File: src/mocs_pkg.sv
// Shared constants and types for the monitor output and carrier select block.
package mocs_pkg;
  localparam int CLK_PERIOD_NS = 4;
  localparam int CLK_HZ_DEF = 1000000000 / CLK_PERIOD_NS;
  localparam int NUM_W = 48;
  localparam int DEN_W = 32;
  localparam int AW = 5;

  localparam logic [4:0] OFF_CTRL = 5'h00;
  localparam logic [4:0] OFF_GAIN = 5'h04;
  localparam logic [4:0] OFF_MAXF = 5'h08;
  localparam logic [4:0] OFF_COMM_ANA = 5'h0c;
  localparam logic [4:0] OFF_COMM_PUL = 5'h10;
  localparam logic [4:0] OFF_STATUS = 5'h14;
  localparam logic [4:0] OFF_PUL_HALF = 5'h18;
  localparam logic [4:0] OFF_CAR_HALF = 5'h1c;

  localparam int CTRL_TYPE_BIT = 0;
  localparam int CTRL_SRC_LSB = 4;
  localparam int CTRL_SCALE_LSB = 8;
  localparam int CTRL_CAR_LSB = 16;
  localparam int STAT_TYPE_BIT = 16;

  localparam logic MON_ANALOG = 1'b0;
  localparam logic MON_PULSE = 1'b1;

  localparam logic [3:0] SRC_FOUT = 4'h0;
  localparam logic [3:0] SRC_CUR = 4'h1;
  localparam logic [3:0] SRC_DCV = 4'h2;
  localparam logic [3:0] SRC_TRQ = 4'h3;
  localparam logic [3:0] SRC_PWR = 4'h4;
  localparam logic [3:0] SRC_VREF = 4'h5;
  localparam logic [3:0] SRC_FREF = 4'h6;
  localparam logic [3:0] SRC_PID = 4'h7;
  localparam logic [3:0] SRC_COMM = 4'h8;

  localparam logic [5:0] SCALE_1440_FOUT = 6'h00;
  localparam logic [5:0] SCALE_1440_FREF = 6'h28;
  localparam logic [5:0] SCALE_COMM = 6'h32;
  localparam logic [15:0] PULSE_COMM_MAX = 16'h3840;
  localparam int PULSE_FULL_HZ = 1440;

  localparam logic [15:0] GAIN_DEF = 16'h0064;
  localparam logic [15:0] MAXF_DEF = 16'h1770;
  localparam int GAIN_ONE = 100;
  localparam int FULL_MV = 10000;
  localparam int PCT_FULL = 10000;
  localparam int COMM_ANA_FULL = 1000;
  localparam int CHZ_PER_HZ = 100;

  localparam logic [3:0] CAR_2K5 = 4'h1;
  localparam logic [3:0] CAR_5K = 4'h2;
  localparam logic [3:0] CAR_7K5 = 4'h3;
  localparam logic [3:0] CAR_10K = 4'h4;
  localparam logic [3:0] CAR_14K = 4'hc;
  localparam logic [3:0] CAR_SYNC12 = 4'h7;
  localparam logic [3:0] CAR_SYNC24 = 4'h8;
  localparam logic [3:0] CAR_SYNC36 = 4'h9;
  localparam logic [3:0] CAR_DEF_SEL = 4'h4;
  localparam logic [17:0] CAR_DHZ_2K5 = 18'h061a8;
  localparam logic [17:0] CAR_DHZ_5K = 18'h0c350;
  localparam logic [17:0] CAR_DHZ_7K5 = 18'h124f8;
  localparam logic [17:0] CAR_DHZ_10K = 18'h186a0;
  localparam logic [17:0] CAR_DHZ_14K = 18'h222e0;
  localparam int DHZ_PER_HZ = 10;

  localparam logic [1:0] JOB_ANA = 2'h0;
  localparam logic [1:0] JOB_PUL = 2'h1;
  localparam logic [1:0] JOB_CAR = 2'h2;

  typedef enum logic [1:0] {
    ST_GO = 2'b01,
    ST_WAIT = 2'b10
  } mocs_state_t;
endpackage

File: src/mocs_divider.sv
// Sequential restoring divider shared by all rate and level computations.
`timescale 1ns/1ps
module mocs_divider #(
  parameter int NW = 48,
  parameter int DW = 32
) (
  input wire logic sys_clk_in,
  input wire logic resetn_in,
  input wire logic start_in,
  input wire logic [NW-1:0] num_in,
  input wire logic [DW-1:0] den_in,
  output logic done_out,
  output logic [NW-1:0] quot_out
);
  localparam int CW = $clog2(NW + 1);
  localparam int DONE_LAG = NW + 1;
  logic busy_r, busy_nxt, done_r, done_nxt;
  logic [CW-1:0] cnt_r, cnt_nxt;
  logic [NW-1:0] quo_r, quo_nxt;
  logic [DW:0] rem_r, rem_nxt, sh;
  logic [DW-1:0] den_r, den_nxt;

  // One quotient bit per cycle keeps the area small; rates change slowly anyway.
  always_comb begin
    busy_nxt = busy_r;
    cnt_nxt = cnt_r;
    quo_nxt = quo_r;
    rem_nxt = rem_r;
    den_nxt = den_r;
    done_nxt = 1'b0;
    sh = {rem_r[DW-1:0], quo_r[NW-1]};
    if (!busy_r && start_in) begin
      busy_nxt = 1'b1;
      cnt_nxt = CW'(NW);
      quo_nxt = num_in;
      rem_nxt = '0;
      den_nxt = den_in;
    end else if (busy_r) begin
      if (sh >= {1'b0, den_r}) begin
        rem_nxt = sh - {1'b0, den_r};
        quo_nxt = {quo_r[NW-2:0], 1'b1};
      end else begin
        rem_nxt = sh;
        quo_nxt = {quo_r[NW-2:0], 1'b0};
      end
      cnt_nxt = cnt_r - CW'(1);
      if (cnt_r == CW'(1)) begin
        busy_nxt = 1'b0;
        done_nxt = 1'b1;
      end
    end
  end

  always_ff @(posedge sys_clk_in) begin
    if (!resetn_in) begin
      busy_r <= 1'b0;
      done_r <= 1'b0;
      cnt_r <= '0;
      quo_r <= '0;
      rem_r <= '0;
      den_r <= '0;
    end else begin
      busy_r <= busy_nxt;
      done_r <= done_nxt;
      cnt_r <= cnt_nxt;
      quo_r <= quo_nxt;
      rem_r <= rem_nxt;
      den_r <= den_nxt;
    end
  end

  assign done_out = done_r;
  assign quot_out = quo_r;
endmodule

File: src/mocs_top.sv
// Monitor output selection, pulse train monitor and carrier generator with register slave.
//
// The Avalon-MM interface to the registers and the register addresses were chosen for this implementation.
`timescale 1ns/1ps
// Behaviour
// - Analog monitor follows selected quantity, codes 0-6.
// - Code 7: PID feedback, max frequency is 10 V.
// - Code 8: communications value, 1000 counts 10 V.
// - Analog selection acts only in analog type.
// - Default gain gives 10 V at 100 percent.
// - Full scale 10 V times gain setting.
// - Output type: 0 analog, 1 pulse, reset 0.
// - Pulse codes 0,1,6,12,24,36 track output frequency.
// - Codes 40-45 same scalings from frequency reference.
// - Code 50: written value, 1 Hz per count, 14400 max.
// - Pulse selection acts only in pulse type.
// - Fixed carriers 2.5, 5, 7.5, 10, 14 kHz.
// - Carrier codes 7-9 track output frequency 12/24/36x.
// - Carrier reset value depends on unit capacity.
module mocs_top #(
  parameter int CLK_HZ = mocs_pkg::CLK_HZ_DEF,
  parameter logic [3:0] CARRIER_DEFAULT = mocs_pkg::CAR_DEF_SEL
) (
  input wire logic sys_clk_in,
  input wire logic resetn_in,
  input wire logic [mocs_pkg::AW-1:0] avs_address_in,
  input wire logic avs_read_in,
  input wire logic avs_write_in,
  input wire logic [31:0] avs_writedata_in,
  input wire logic [3:0] avs_byteenable_in,
  output logic [31:0] avs_readdata_out,
  output logic avs_waitrequest_out,
  input wire logic [15:0] out_freq_in,
  input wire logic [15:0] freq_ref_in,
  input wire logic [15:0] pid_fb_in,
  input wire logic [15:0] out_current_in,
  input wire logic [15:0] dc_bus_in,
  input wire logic [15:0] torque_in,
  input wire logic [15:0] out_power_in,
  input wire logic [15:0] volt_ref_in,
  output logic [15:0] monitor_output_terminal_mv_out,
  output logic monitor_output_terminal_pulse_out,
  output logic carrier_out
);
  import mocs_pkg::*;

  if (CLK_HZ < 1000 || CLK_HZ > 1000000000) begin : g_bad_clk
    $error("CLK_HZ outside the range the rate arithmetic supports.");
  end

  function automatic logic [5:0] scale_mult(input logic [5:0] c);
    case (c)
      6'h01, 6'h29: scale_mult = 6'h01;
      6'h06, 6'h2a: scale_mult = 6'h06;
      6'h0c, 6'h2b: scale_mult = 6'h0c;
      6'h18, 6'h2c: scale_mult = 6'h18;
      6'h24, 6'h2d: scale_mult = 6'h24;
      default: scale_mult = 6'h00;
    endcase
  endfunction

  function automatic logic [5:0] car_mult(input logic [3:0] c);
    case (c)
      CAR_SYNC12: car_mult = 6'h0c;
      CAR_SYNC24: car_mult = 6'h18;
      CAR_SYNC36: car_mult = 6'h24;
      default: car_mult = 6'h00;
    endcase
  endfunction

  function automatic logic [17:0] car_dhz(input logic [3:0] c);
    case (c)
      CAR_2K5: car_dhz = CAR_DHZ_2K5;
      CAR_5K: car_dhz = CAR_DHZ_5K;
      CAR_7K5: car_dhz = CAR_DHZ_7K5;
      CAR_10K: car_dhz = CAR_DHZ_10K;
      CAR_14K: car_dhz = CAR_DHZ_14K;
      default: car_dhz = 18'h00000;
    endcase
  endfunction

  function automatic logic [31:0] merge(input logic [31:0] old, input logic [31:0] wd,
                                        input logic [3:0] be);
    for (int i = 0; i < 4; i++) begin
      merge[8*i +: 8] = be[i] ? wd[8*i +: 8] : old[8*i +: 8];
    end
  endfunction

  function automatic logic [31:0] sat32(input logic [NUM_W-1:0] q);
    sat32 = (|q[NUM_W-1:32]) ? 32'hffffffff : q[31:0];
  endfunction

  logic mon_type_r, mon_type_nxt;
  logic [3:0] src_r, src_nxt, car_r, car_nxt;
  logic [5:0] scale_r, scale_nxt;
  logic [15:0] gain_r, gain_nxt, maxf_r, maxf_nxt;
  logic [15:0] comm_ana_r, comm_ana_nxt, comm_pul_r, comm_pul_nxt;
  logic wait_r, wait_nxt;
  logic [31:0] rdata_r, rdata_nxt, ctrl_word, rd_mux, w;
  logic [31:0] pul_half_r, pul_half_nxt, car_half_r, car_half_nxt, res;
  logic req;

  assign ctrl_word = {12'h000, car_r, 2'h0, scale_r, src_r, 3'h0, mon_type_r};
  assign req = avs_read_in | avs_write_in;

  always_comb begin
    case (avs_address_in)
      OFF_CTRL: rd_mux = ctrl_word;
      OFF_GAIN: rd_mux = {16'h0000, gain_r};
      OFF_MAXF: rd_mux = {16'h0000, maxf_r};
      OFF_COMM_ANA: rd_mux = {16'h0000, comm_ana_r};
      OFF_COMM_PUL: rd_mux = {16'h0000, comm_pul_r};
      OFF_STATUS: rd_mux = {15'h0000, mon_type_r, monitor_output_terminal_mv_out};
      OFF_PUL_HALF: rd_mux = pul_half_r;
      OFF_CAR_HALF: rd_mux = car_half_r;
      default: rd_mux = 32'h00000000;
    endcase
  end

  // Each access waits one cycle, so the read mux sees settled inputs.
  always_comb begin
    mon_type_nxt = mon_type_r;
    src_nxt = src_r;
    scale_nxt = scale_r;
    car_nxt = car_r;
    gain_nxt = gain_r;
    maxf_nxt = maxf_r;
    comm_ana_nxt = comm_ana_r;
    comm_pul_nxt = comm_pul_r;
    rdata_nxt = rdata_r;
    wait_nxt = 1'b1;
    w = 32'h00000000;
    if (req && wait_r) begin
      wait_nxt = 1'b0;
      if (avs_read_in) begin
        rdata_nxt = rd_mux;
      end
      if (avs_write_in) begin
        case (avs_address_in)
          OFF_CTRL: begin
            w = merge(ctrl_word, avs_writedata_in, avs_byteenable_in);
            mon_type_nxt = w[CTRL_TYPE_BIT];
            if (w[CTRL_SRC_LSB +: 4] <= SRC_COMM) begin
              src_nxt = w[CTRL_SRC_LSB +: 4];
            end
            if (w[CTRL_SCALE_LSB +: 6] == SCALE_1440_FOUT || w[CTRL_SCALE_LSB +: 6] ==
                SCALE_1440_FREF || w[CTRL_SCALE_LSB +: 6] == SCALE_COMM ||
                scale_mult(w[CTRL_SCALE_LSB +: 6]) != 6'h00) begin
              scale_nxt = w[CTRL_SCALE_LSB +: 6];
            end
            if (car_dhz(w[CTRL_CAR_LSB +: 4]) != 18'h00000 ||
                car_mult(w[CTRL_CAR_LSB +: 4]) != 6'h00) begin
              car_nxt = w[CTRL_CAR_LSB +: 4];
            end
          end
          OFF_GAIN: begin
            w = merge({16'h0000, gain_r}, avs_writedata_in, avs_byteenable_in);
            gain_nxt = w[15:0];
          end
          OFF_MAXF: begin
            w = merge({16'h0000, maxf_r}, avs_writedata_in, avs_byteenable_in);
            maxf_nxt = w[15:0];
          end
          OFF_COMM_ANA: begin
            w = merge({16'h0000, comm_ana_r}, avs_writedata_in, avs_byteenable_in);
            comm_ana_nxt = w[15:0];
          end
          OFF_COMM_PUL: begin
            w = merge({16'h0000, comm_pul_r}, avs_writedata_in, avs_byteenable_in);
            comm_pul_nxt = (w[15:0] > PULSE_COMM_MAX) ? PULSE_COMM_MAX : w[15:0];
          end
          default: w = 32'h00000000;
        endcase
      end
    end
  end

  always_ff @(posedge sys_clk_in) begin
    if (!resetn_in) begin
      mon_type_r <= MON_ANALOG;
      src_r <= SRC_FOUT;
      scale_r <= SCALE_1440_FOUT;
      car_r <= CARRIER_DEFAULT;
      gain_r <= GAIN_DEF;
      maxf_r <= MAXF_DEF;
      comm_ana_r <= 16'h0000;
      comm_pul_r <= 16'h0000;
      rdata_r <= 32'h00000000;
      wait_r <= 1'b1;
    end else begin
      mon_type_r <= mon_type_nxt;
      src_r <= src_nxt;
      scale_r <= scale_nxt;
      car_r <= car_nxt;
      gain_r <= gain_nxt;
      maxf_r <= maxf_nxt;
      comm_ana_r <= comm_ana_nxt;
      comm_pul_r <= comm_pul_nxt;
      rdata_r <= rdata_nxt;
      wait_r <= wait_nxt;
    end
  end

  assign avs_readdata_out = rdata_r;
  assign avs_waitrequest_out = wait_r;

  mocs_state_t st_r, st_nxt;
  logic [1:0] job_r, job_nxt;
  logic [NUM_W-1:0] job_num, div_quot;
  logic [DEN_W-1:0] job_den;
  logic [15:0] qsel, afreq, pfreq, ana_val_r, ana_nxt;
  logic div_start, div_done;

  // Every quotient is a level in mV or a half period in clock cycles.
  always_comb begin
    job_num = '0;
    job_den = '0;
    afreq = (src_r == SRC_FREF) ? freq_ref_in : ((src_r == SRC_PID) ? pid_fb_in : out_freq_in);
    pfreq = (scale_r >= SCALE_1440_FREF) ? freq_ref_in : out_freq_in;
    case (src_r)
      SRC_CUR: qsel = out_current_in;
      SRC_DCV: qsel = dc_bus_in;
      SRC_TRQ: qsel = torque_in;
      SRC_PWR: qsel = out_power_in;
      SRC_VREF: qsel = volt_ref_in;
      SRC_COMM: qsel = comm_ana_r;
      default: qsel = 16'h0000;
    endcase
    case (job_r)
      JOB_ANA: begin
        if (src_r == SRC_FOUT || src_r == SRC_FREF || src_r == SRC_PID) begin
          job_num = NUM_W'(afreq) * NUM_W'(gain_r) * NUM_W'(FULL_MV / GAIN_ONE);
          job_den = DEN_W'(maxf_r);
        end else if (src_r == SRC_COMM) begin
          job_num = NUM_W'(qsel) * NUM_W'(gain_r) * NUM_W'(FULL_MV);
          job_den = DEN_W'(COMM_ANA_FULL * GAIN_ONE);
        end else begin
          job_num = NUM_W'(qsel) * NUM_W'(gain_r) * NUM_W'(FULL_MV);
          job_den = DEN_W'(PCT_FULL * GAIN_ONE);
        end
      end
      JOB_PUL: begin
        if (scale_r == SCALE_COMM) begin
          job_num = NUM_W'(CLK_HZ / 2);
          job_den = DEN_W'(comm_pul_r);
        end else if (scale_mult(scale_r) == 6'h00) begin
          job_num = NUM_W'(CLK_HZ) * NUM_W'(maxf_r);
          job_den = DEN_W'(2 * PULSE_FULL_HZ) * DEN_W'(pfreq);
        end else begin
          job_num = NUM_W'(CLK_HZ) * NUM_W'(CHZ_PER_HZ / 2);
          job_den = DEN_W'(scale_mult(scale_r)) * DEN_W'(pfreq);
        end
      end
      JOB_CAR: begin
        if (car_mult(car_r) != 6'h00) begin
          job_num = NUM_W'(CLK_HZ) * NUM_W'(CHZ_PER_HZ / 2);
          job_den = DEN_W'(car_mult(car_r)) * DEN_W'(out_freq_in);
        end else begin
          job_num = NUM_W'(CLK_HZ) * NUM_W'(DHZ_PER_HZ / 2);
          job_den = DEN_W'(car_dhz(car_r));
        end
      end
      default: job_den = '0;
    endcase
  end

  // Jobs run round robin, so any change of source or scaling is picked up.
  always_comb begin
    st_nxt = st_r;
    job_nxt = job_r;
    div_start = 1'b0;
    ana_nxt = ana_val_r;
    pul_half_nxt = pul_half_r;
    car_half_nxt = car_half_r;
    res = 32'h00000000;
    case (st_r)
      ST_GO: begin
        if (job_den == '0) begin
          job_nxt = (job_r == JOB_CAR) ? JOB_ANA : job_r + 2'h1;
        end else begin
          div_start = 1'b1;
          st_nxt = ST_WAIT;
        end
      end
      ST_WAIT: begin
        if (div_done) begin
          res = sat32(div_quot);
          st_nxt = ST_GO;
          job_nxt = (job_r == JOB_CAR) ? JOB_ANA : job_r + 2'h1;
        end
      end
      default: st_nxt = ST_GO;
    endcase
    // A result lands only when a divide ends or a job is skipped, so outputs never blink.
    if ((st_r == ST_WAIT && !div_done) || (st_r == ST_GO && job_den != '0)) begin
      res = 32'h00000000;
    end else if (job_r == JOB_ANA) begin
      ana_nxt = (|res[31:16]) ? 16'hffff : res[15:0];
    end else if (job_r == JOB_PUL) begin
      pul_half_nxt = res;
    end else begin
      car_half_nxt = res;
    end
  end

  mocs_divider #(
    .NW(NUM_W),
    .DW(DEN_W)
  ) u_div (
    .sys_clk_in(sys_clk_in),
    .resetn_in(resetn_in),
    .start_in(div_start),
    .num_in(job_num),
    .den_in(job_den),
    .done_out(div_done),
    .quot_out(div_quot)
  );

  logic [31:0] pul_cnt_r, pul_cnt_nxt, car_cnt_r, car_cnt_nxt;
  logic [15:0] mv_nxt;
  logic pulse_nxt, car_out_nxt, pul_act, pul_wrap;

  assign pul_act = (mon_type_r == MON_PULSE) && (pul_half_r != 32'h00000000);
  assign pul_wrap = pul_cnt_r >= pul_half_r - 32'h00000001;

  // A shrinking half period takes effect at once because the compare is >=.
  always_comb begin
    mv_nxt = (mon_type_r == MON_ANALOG) ? ana_val_r : 16'h0000;
    pulse_nxt = monitor_output_terminal_pulse_out;
    pul_cnt_nxt = pul_cnt_r + 32'h00000001;
    if (!pul_act) begin
      pulse_nxt = 1'b0;
      pul_cnt_nxt = 32'h00000000;
    end else if (pul_wrap) begin
      pulse_nxt = !monitor_output_terminal_pulse_out;
      pul_cnt_nxt = 32'h00000000;
    end
    car_out_nxt = carrier_out;
    car_cnt_nxt = car_cnt_r + 32'h00000001;
    if (car_half_r == 32'h00000000) begin
      car_out_nxt = 1'b0;
      car_cnt_nxt = 32'h00000000;
    end else if (car_cnt_r >= car_half_r - 32'h00000001) begin
      car_out_nxt = !carrier_out;
      car_cnt_nxt = 32'h00000000;
    end
  end

  always_ff @(posedge sys_clk_in) begin
    if (!resetn_in) begin
      st_r <= ST_GO;
      job_r <= JOB_ANA;
      ana_val_r <= 16'h0000;
      pul_half_r <= 32'h00000000;
      car_half_r <= 32'h00000000;
      pul_cnt_r <= 32'h00000000;
      car_cnt_r <= 32'h00000000;
      monitor_output_terminal_mv_out <= 16'h0000;
      monitor_output_terminal_pulse_out <= 1'b0;
      carrier_out <= 1'b0;
    end else begin
      st_r <= st_nxt;
      job_r <= job_nxt;
      ana_val_r <= ana_nxt;
      pul_half_r <= pul_half_nxt;
      car_half_r <= car_half_nxt;
      pul_cnt_r <= pul_cnt_nxt;
      car_cnt_r <= car_cnt_nxt;
      monitor_output_terminal_mv_out <= mv_nxt;
      monitor_output_terminal_pulse_out <= pulse_nxt;
      carrier_out <= car_out_nxt;
    end
  end

  logic wr_ctrl;
  assign wr_ctrl = avs_write_in && wait_r && avs_address_in == OFF_CTRL && avs_byteenable_in[0];
endmodule
File: config.mk
export PLATFORM = sky130hd
export DESIGN_NAME = mocs_top
export DESIGN_NICKNAME = d
export VERILOG_FILES = /design/src/mocs_pkg.sv /design/src/mocs_divider.sv /design/src/mocs_top.sv
export SDC_FILE = /design/constraint.sdc
export NUM_CORES = 2
export LEC_CHECK = 0
export ABC_AREA = 1
export BUFFER_PORTS_ARGS = -buffer_cell sky130_fd_sc_hd__buf_2
export CORE_MARGIN = 8
export CORE_UTILIZATION = 50
export CTS_CLUSTER_DIAMETER = 50
export DETAILED_ROUTE_END_ITERATION = 16
export GPL_TIMING_DRIVEN = 1
export PLACE_DENSITY = 0.66
export SLEW_MARGIN = 20
export SYNTH_ARGS = -nofsm -noshare
export SYNTH_HDL_FRONTEND = slang
export SYNTH_HIERARCHICAL = 1
export SYNTH_SLANG_ARGS = --single-unit
File: constraint.sdc
create_clock -name sys_clk_in -period 13.7 [get_ports sys_clk_in]
set_clock_uncertainty 0.2 [all_clocks]
set_input_delay 1.37 -clock sys_clk_in [delete_from_list [all_inputs] [get_ports sys_clk_in]]
set_output_delay 1.37 -clock sys_clk_in [all_outputs]
set_load 0.01 [all_outputs]
==> impl_metrics.ini <==
[layout]
fillers = 12741
nNetsFinal = 10957
syn_to_final_growth_pct = 7.632
final_cell_mix = nand2_1 (2036), inv_1 (1916), nor2_1 (859)
final_common_cell = nand2_1
drive_above_1_share = 0.05438

[synth]
synth_area_mm2 = 0.06475
synth_cell_types = 65
synth_top_flop_cell = dfxtp_1
post_synth_mux_area_share = 0.0001546
netlist_instances = 9154
synth_top_family_by_area = adder cells
synth_compound_area_frac = 0.1036
synth_adder_area_share = 0.3802
avgSynthCellArea_um2 = 7.074
yosys_warnings = 6
ys_seq_elements = 398
synth_xor_area_frac = 0.03016
yosysSeqAreaShare = 0.1230
postSynth.asyncResetShare = 0
yosys.area_share.simple = 0.2323
synth-edff-count = 0

[setup_path]
max_stage_delay_ns = 0.70
critPathKind = reg -> reg
worstPathRequired_ns = 14.03
worst_path_most_repeated_cell = inv_1
start_kind = register
cp.arrival_ns = 12.98
crit_slowest_cell = nand3_1
critPathMaxFanout = 12
critPathCaptureType = register
r2r_slack_ns = 1.04

[drt]
wl_met3_mm = 17.52
top_layer_used = met5
first_pass_iters = 9
drt.antenna.violating_nets = 0
postRouteWirelength_mm = 220.6
via_per_inst = 5.464
vias = 60374
drc = 0
wl_met2_mm = 101.0
wl_per_cell_um = 19.96
wl_met1_mm = 88.74
first_iter_violations = 4888

[place]
place_hpwl_mm = 185.2
portBuffers = 210
gp_congestion = 1.006

[worst_hold_path]
hold_path.class = reg -> reg

[clock_network]
post_cts_buffers = 0
cts_tree = yes
post_cts_resized = 0
clockBufferDepth = 3
root_buffer = clkbuf_16
worstSkewPairLatency_ns = 0.69
htreeDepth = 2
clkTransAtPathRegs_ns = 0.06
cts_buffers = 58
cts_sinks = 398
cts_hold_buf = 0

[timing]
worst_pin_slew_ns = 1.093
fmax_mhz = 79.01
fin_crit_sh = 0.9239
setup_tns_ns = 0
slew_headroom = 0.2660
setup_violations = 0
rsz0062_at_grt = no
final_hold_viol_count = 0
finalCriticalPeriod_ns = 12.66
report.final.slew_viol_count = 0

[grt]
grt_overflow = 0
grt_pass1_vias = 59033
antenna_found_initial = 18
grtUsageTotal = 0.3033
grt_pass1_wl_mm = 336.2
grt_max_degree = 107

[floorplanning]
coreArea_mm2 = 0.1290
io_pins = 224
die_h_um = 375.9
rows = 132
floorplan.initialDensity = 0.5020
die_area_mm2 = 0.1413
die_w_um = 375.9

[power_and_ir_drop]
p_total_mw = 9.758
leakagePower_nw = 37.87
irDropWorstVdd_uv = 374.1
cellPowerDensity_mw_per_mm2 = 140.0

[status]
run_status = complete, no violations

[flow_run]
cap_violations = 0
==> worst paths after layout <==
kind,from,to,cells past startpoint
worst max-delay path,src_r[1],u_div/quot_out[38],52
worst min-delay path,ana_val_r[2],monitor_output_terminal_mv_out[2],2
worst max register to register,src_r[1],u_div/quot_out[38],52
worst min register to register,ana_val_r[2],monitor_output_terminal_mv_out[2],2
==> where the power goes <==
group	switching, mW	internal, mW
Combinational	4.77	2.17
Clock	0.643	0.919
Sequential	0.0371	1.23
==> critical path: cells and delay by family (launching register included) <==
family                   cells  cell delay (ns)
flip-flops                   1             0.34
AND/OR/NAND/NOR             12             2.03
XOR/XNOR                     1             0.49
AO/OA/AOI/OAI               13             2.24
buffers and inverters       13             1.65
adder cells (fa/ha/maj)     13             5.54
==> cells by family (layout without fill, tap and decap cells) <==
kind of cell | after synthesis | after routing
fa+ha+maj | 1526 | 1526
simple gates | 3612 | 3612
mux | 1 | 1
buf+inv | 2212 | 2356
flops | 398 | 398
xor+xnor | 223 | 223
other cells | 1 | 11
compound gates | 1181 | 1181
==> metrics by stage <==
step	setup slack, ns	instances	hold slack, ns	cell area, um^2	util
2_1_floorplan	1.966	9161	0.2160	64780	-
3_3_place_gp	1.215	10938	0.2289	67610	0.5242
3_5_place_dp	1.080	10938	0.2251	67610	0.5242
4_1_cts	1.195	11045	0.2397	69640	0.5399
5_1_grt	0.2032	11047	0.2696	69690	0.5403
6_report	1.043	11050	0.2398	69700	0.5403
==> cells in the mapped netlist, types with 16 or more instances <==
library cell | n | share of area
a21boi_0 | 16 | 0.0019
a21o_1 | 19 | 0.0022
a21oi_1 | 489 | 0.038
a22o_1 | 26 | 0.0035
a31oi_1 | 36 | 0.0035
and3_1 | 17 | 0.0016
buf_1 | 23 | 0.0013
buf_2 | 24 | 0.0019
clkbuf_1 | 193 | 0.011
clkinv_1 | 20 | 0.0012
dfxtp_1 | 398 | 0.12
fa_1 | 736 | 0.23
ha_1 | 790 | 0.15
inv_1 | 1919 | 0.11
nand2_1 | 2038 | 0.12
nand3_1 | 332 | 0.026
nand3b_1 | 37 | 0.0043
nand4_1 | 114 | 0.011
nor2_1 | 862 | 0.050
nor3_1 | 81 | 0.0063
nor4_1 | 37 | 0.0036
o211ai_1 | 40 | 0.0046
o21a_1 | 17 | 0.0020
o21ai_0 | 357 | 0.028
o21ai_1 | 23 | 0.0018
o21bai_1 | 17 | 0.0020
o221ai_1 | 26 | 0.0035
o22ai_1 | 51 | 0.0049
or2_2 | 20 | 0.0019
xnor2_1 | 75 | 0.010
xor2_1 | 148 | 0.020
==> layer usage <==
| layer | track usage | up-vias |
|---|---|---|
| met4 | 0.1467 | 8 |
| met1 | 0.3794 | 28642 |
| met3 | 0.05148 | 583 |
| met5 | 0 | - |
| li1 | - | 28765 |
| met2 | 0.5081 | 2376 |
==> flip-flops by register name, indices dropped and copies added, names as in the netlist, 4 cells and up <==
name and count:
u_div/den_r 32, gain_r 16, avs_readdata_out 32, comm_ana_r 16
car_cnt_r 32, pul_half_r 32, src_r 4, comm_pul_r 16
u_div/quot_out 48, pul_cnt_r 32, u_div/cnt_r 6, ana_val_r 16
car_r 4, u_div/rem_r 32, scale_r 6, monitor_output_terminal_mv_out 16
car_half_r 32, maxf_r 16
==> layout make-up <==
class,count,area (um^2),share of cell area
flip-flops and latches,398,7970,0.1144
inverters,1951,7323,0.1051
repair buffers,298,1742,0.02499
well taps,1742,2180,0.03127
diodes,3,7.507,0.0001077
multi-input cells,6551,48450,0.6951
clock inverters,34,441.7,0.006337
clock buffers,73,1588,0.02278
Note: power is estimated with default switching activity, not from simulation.
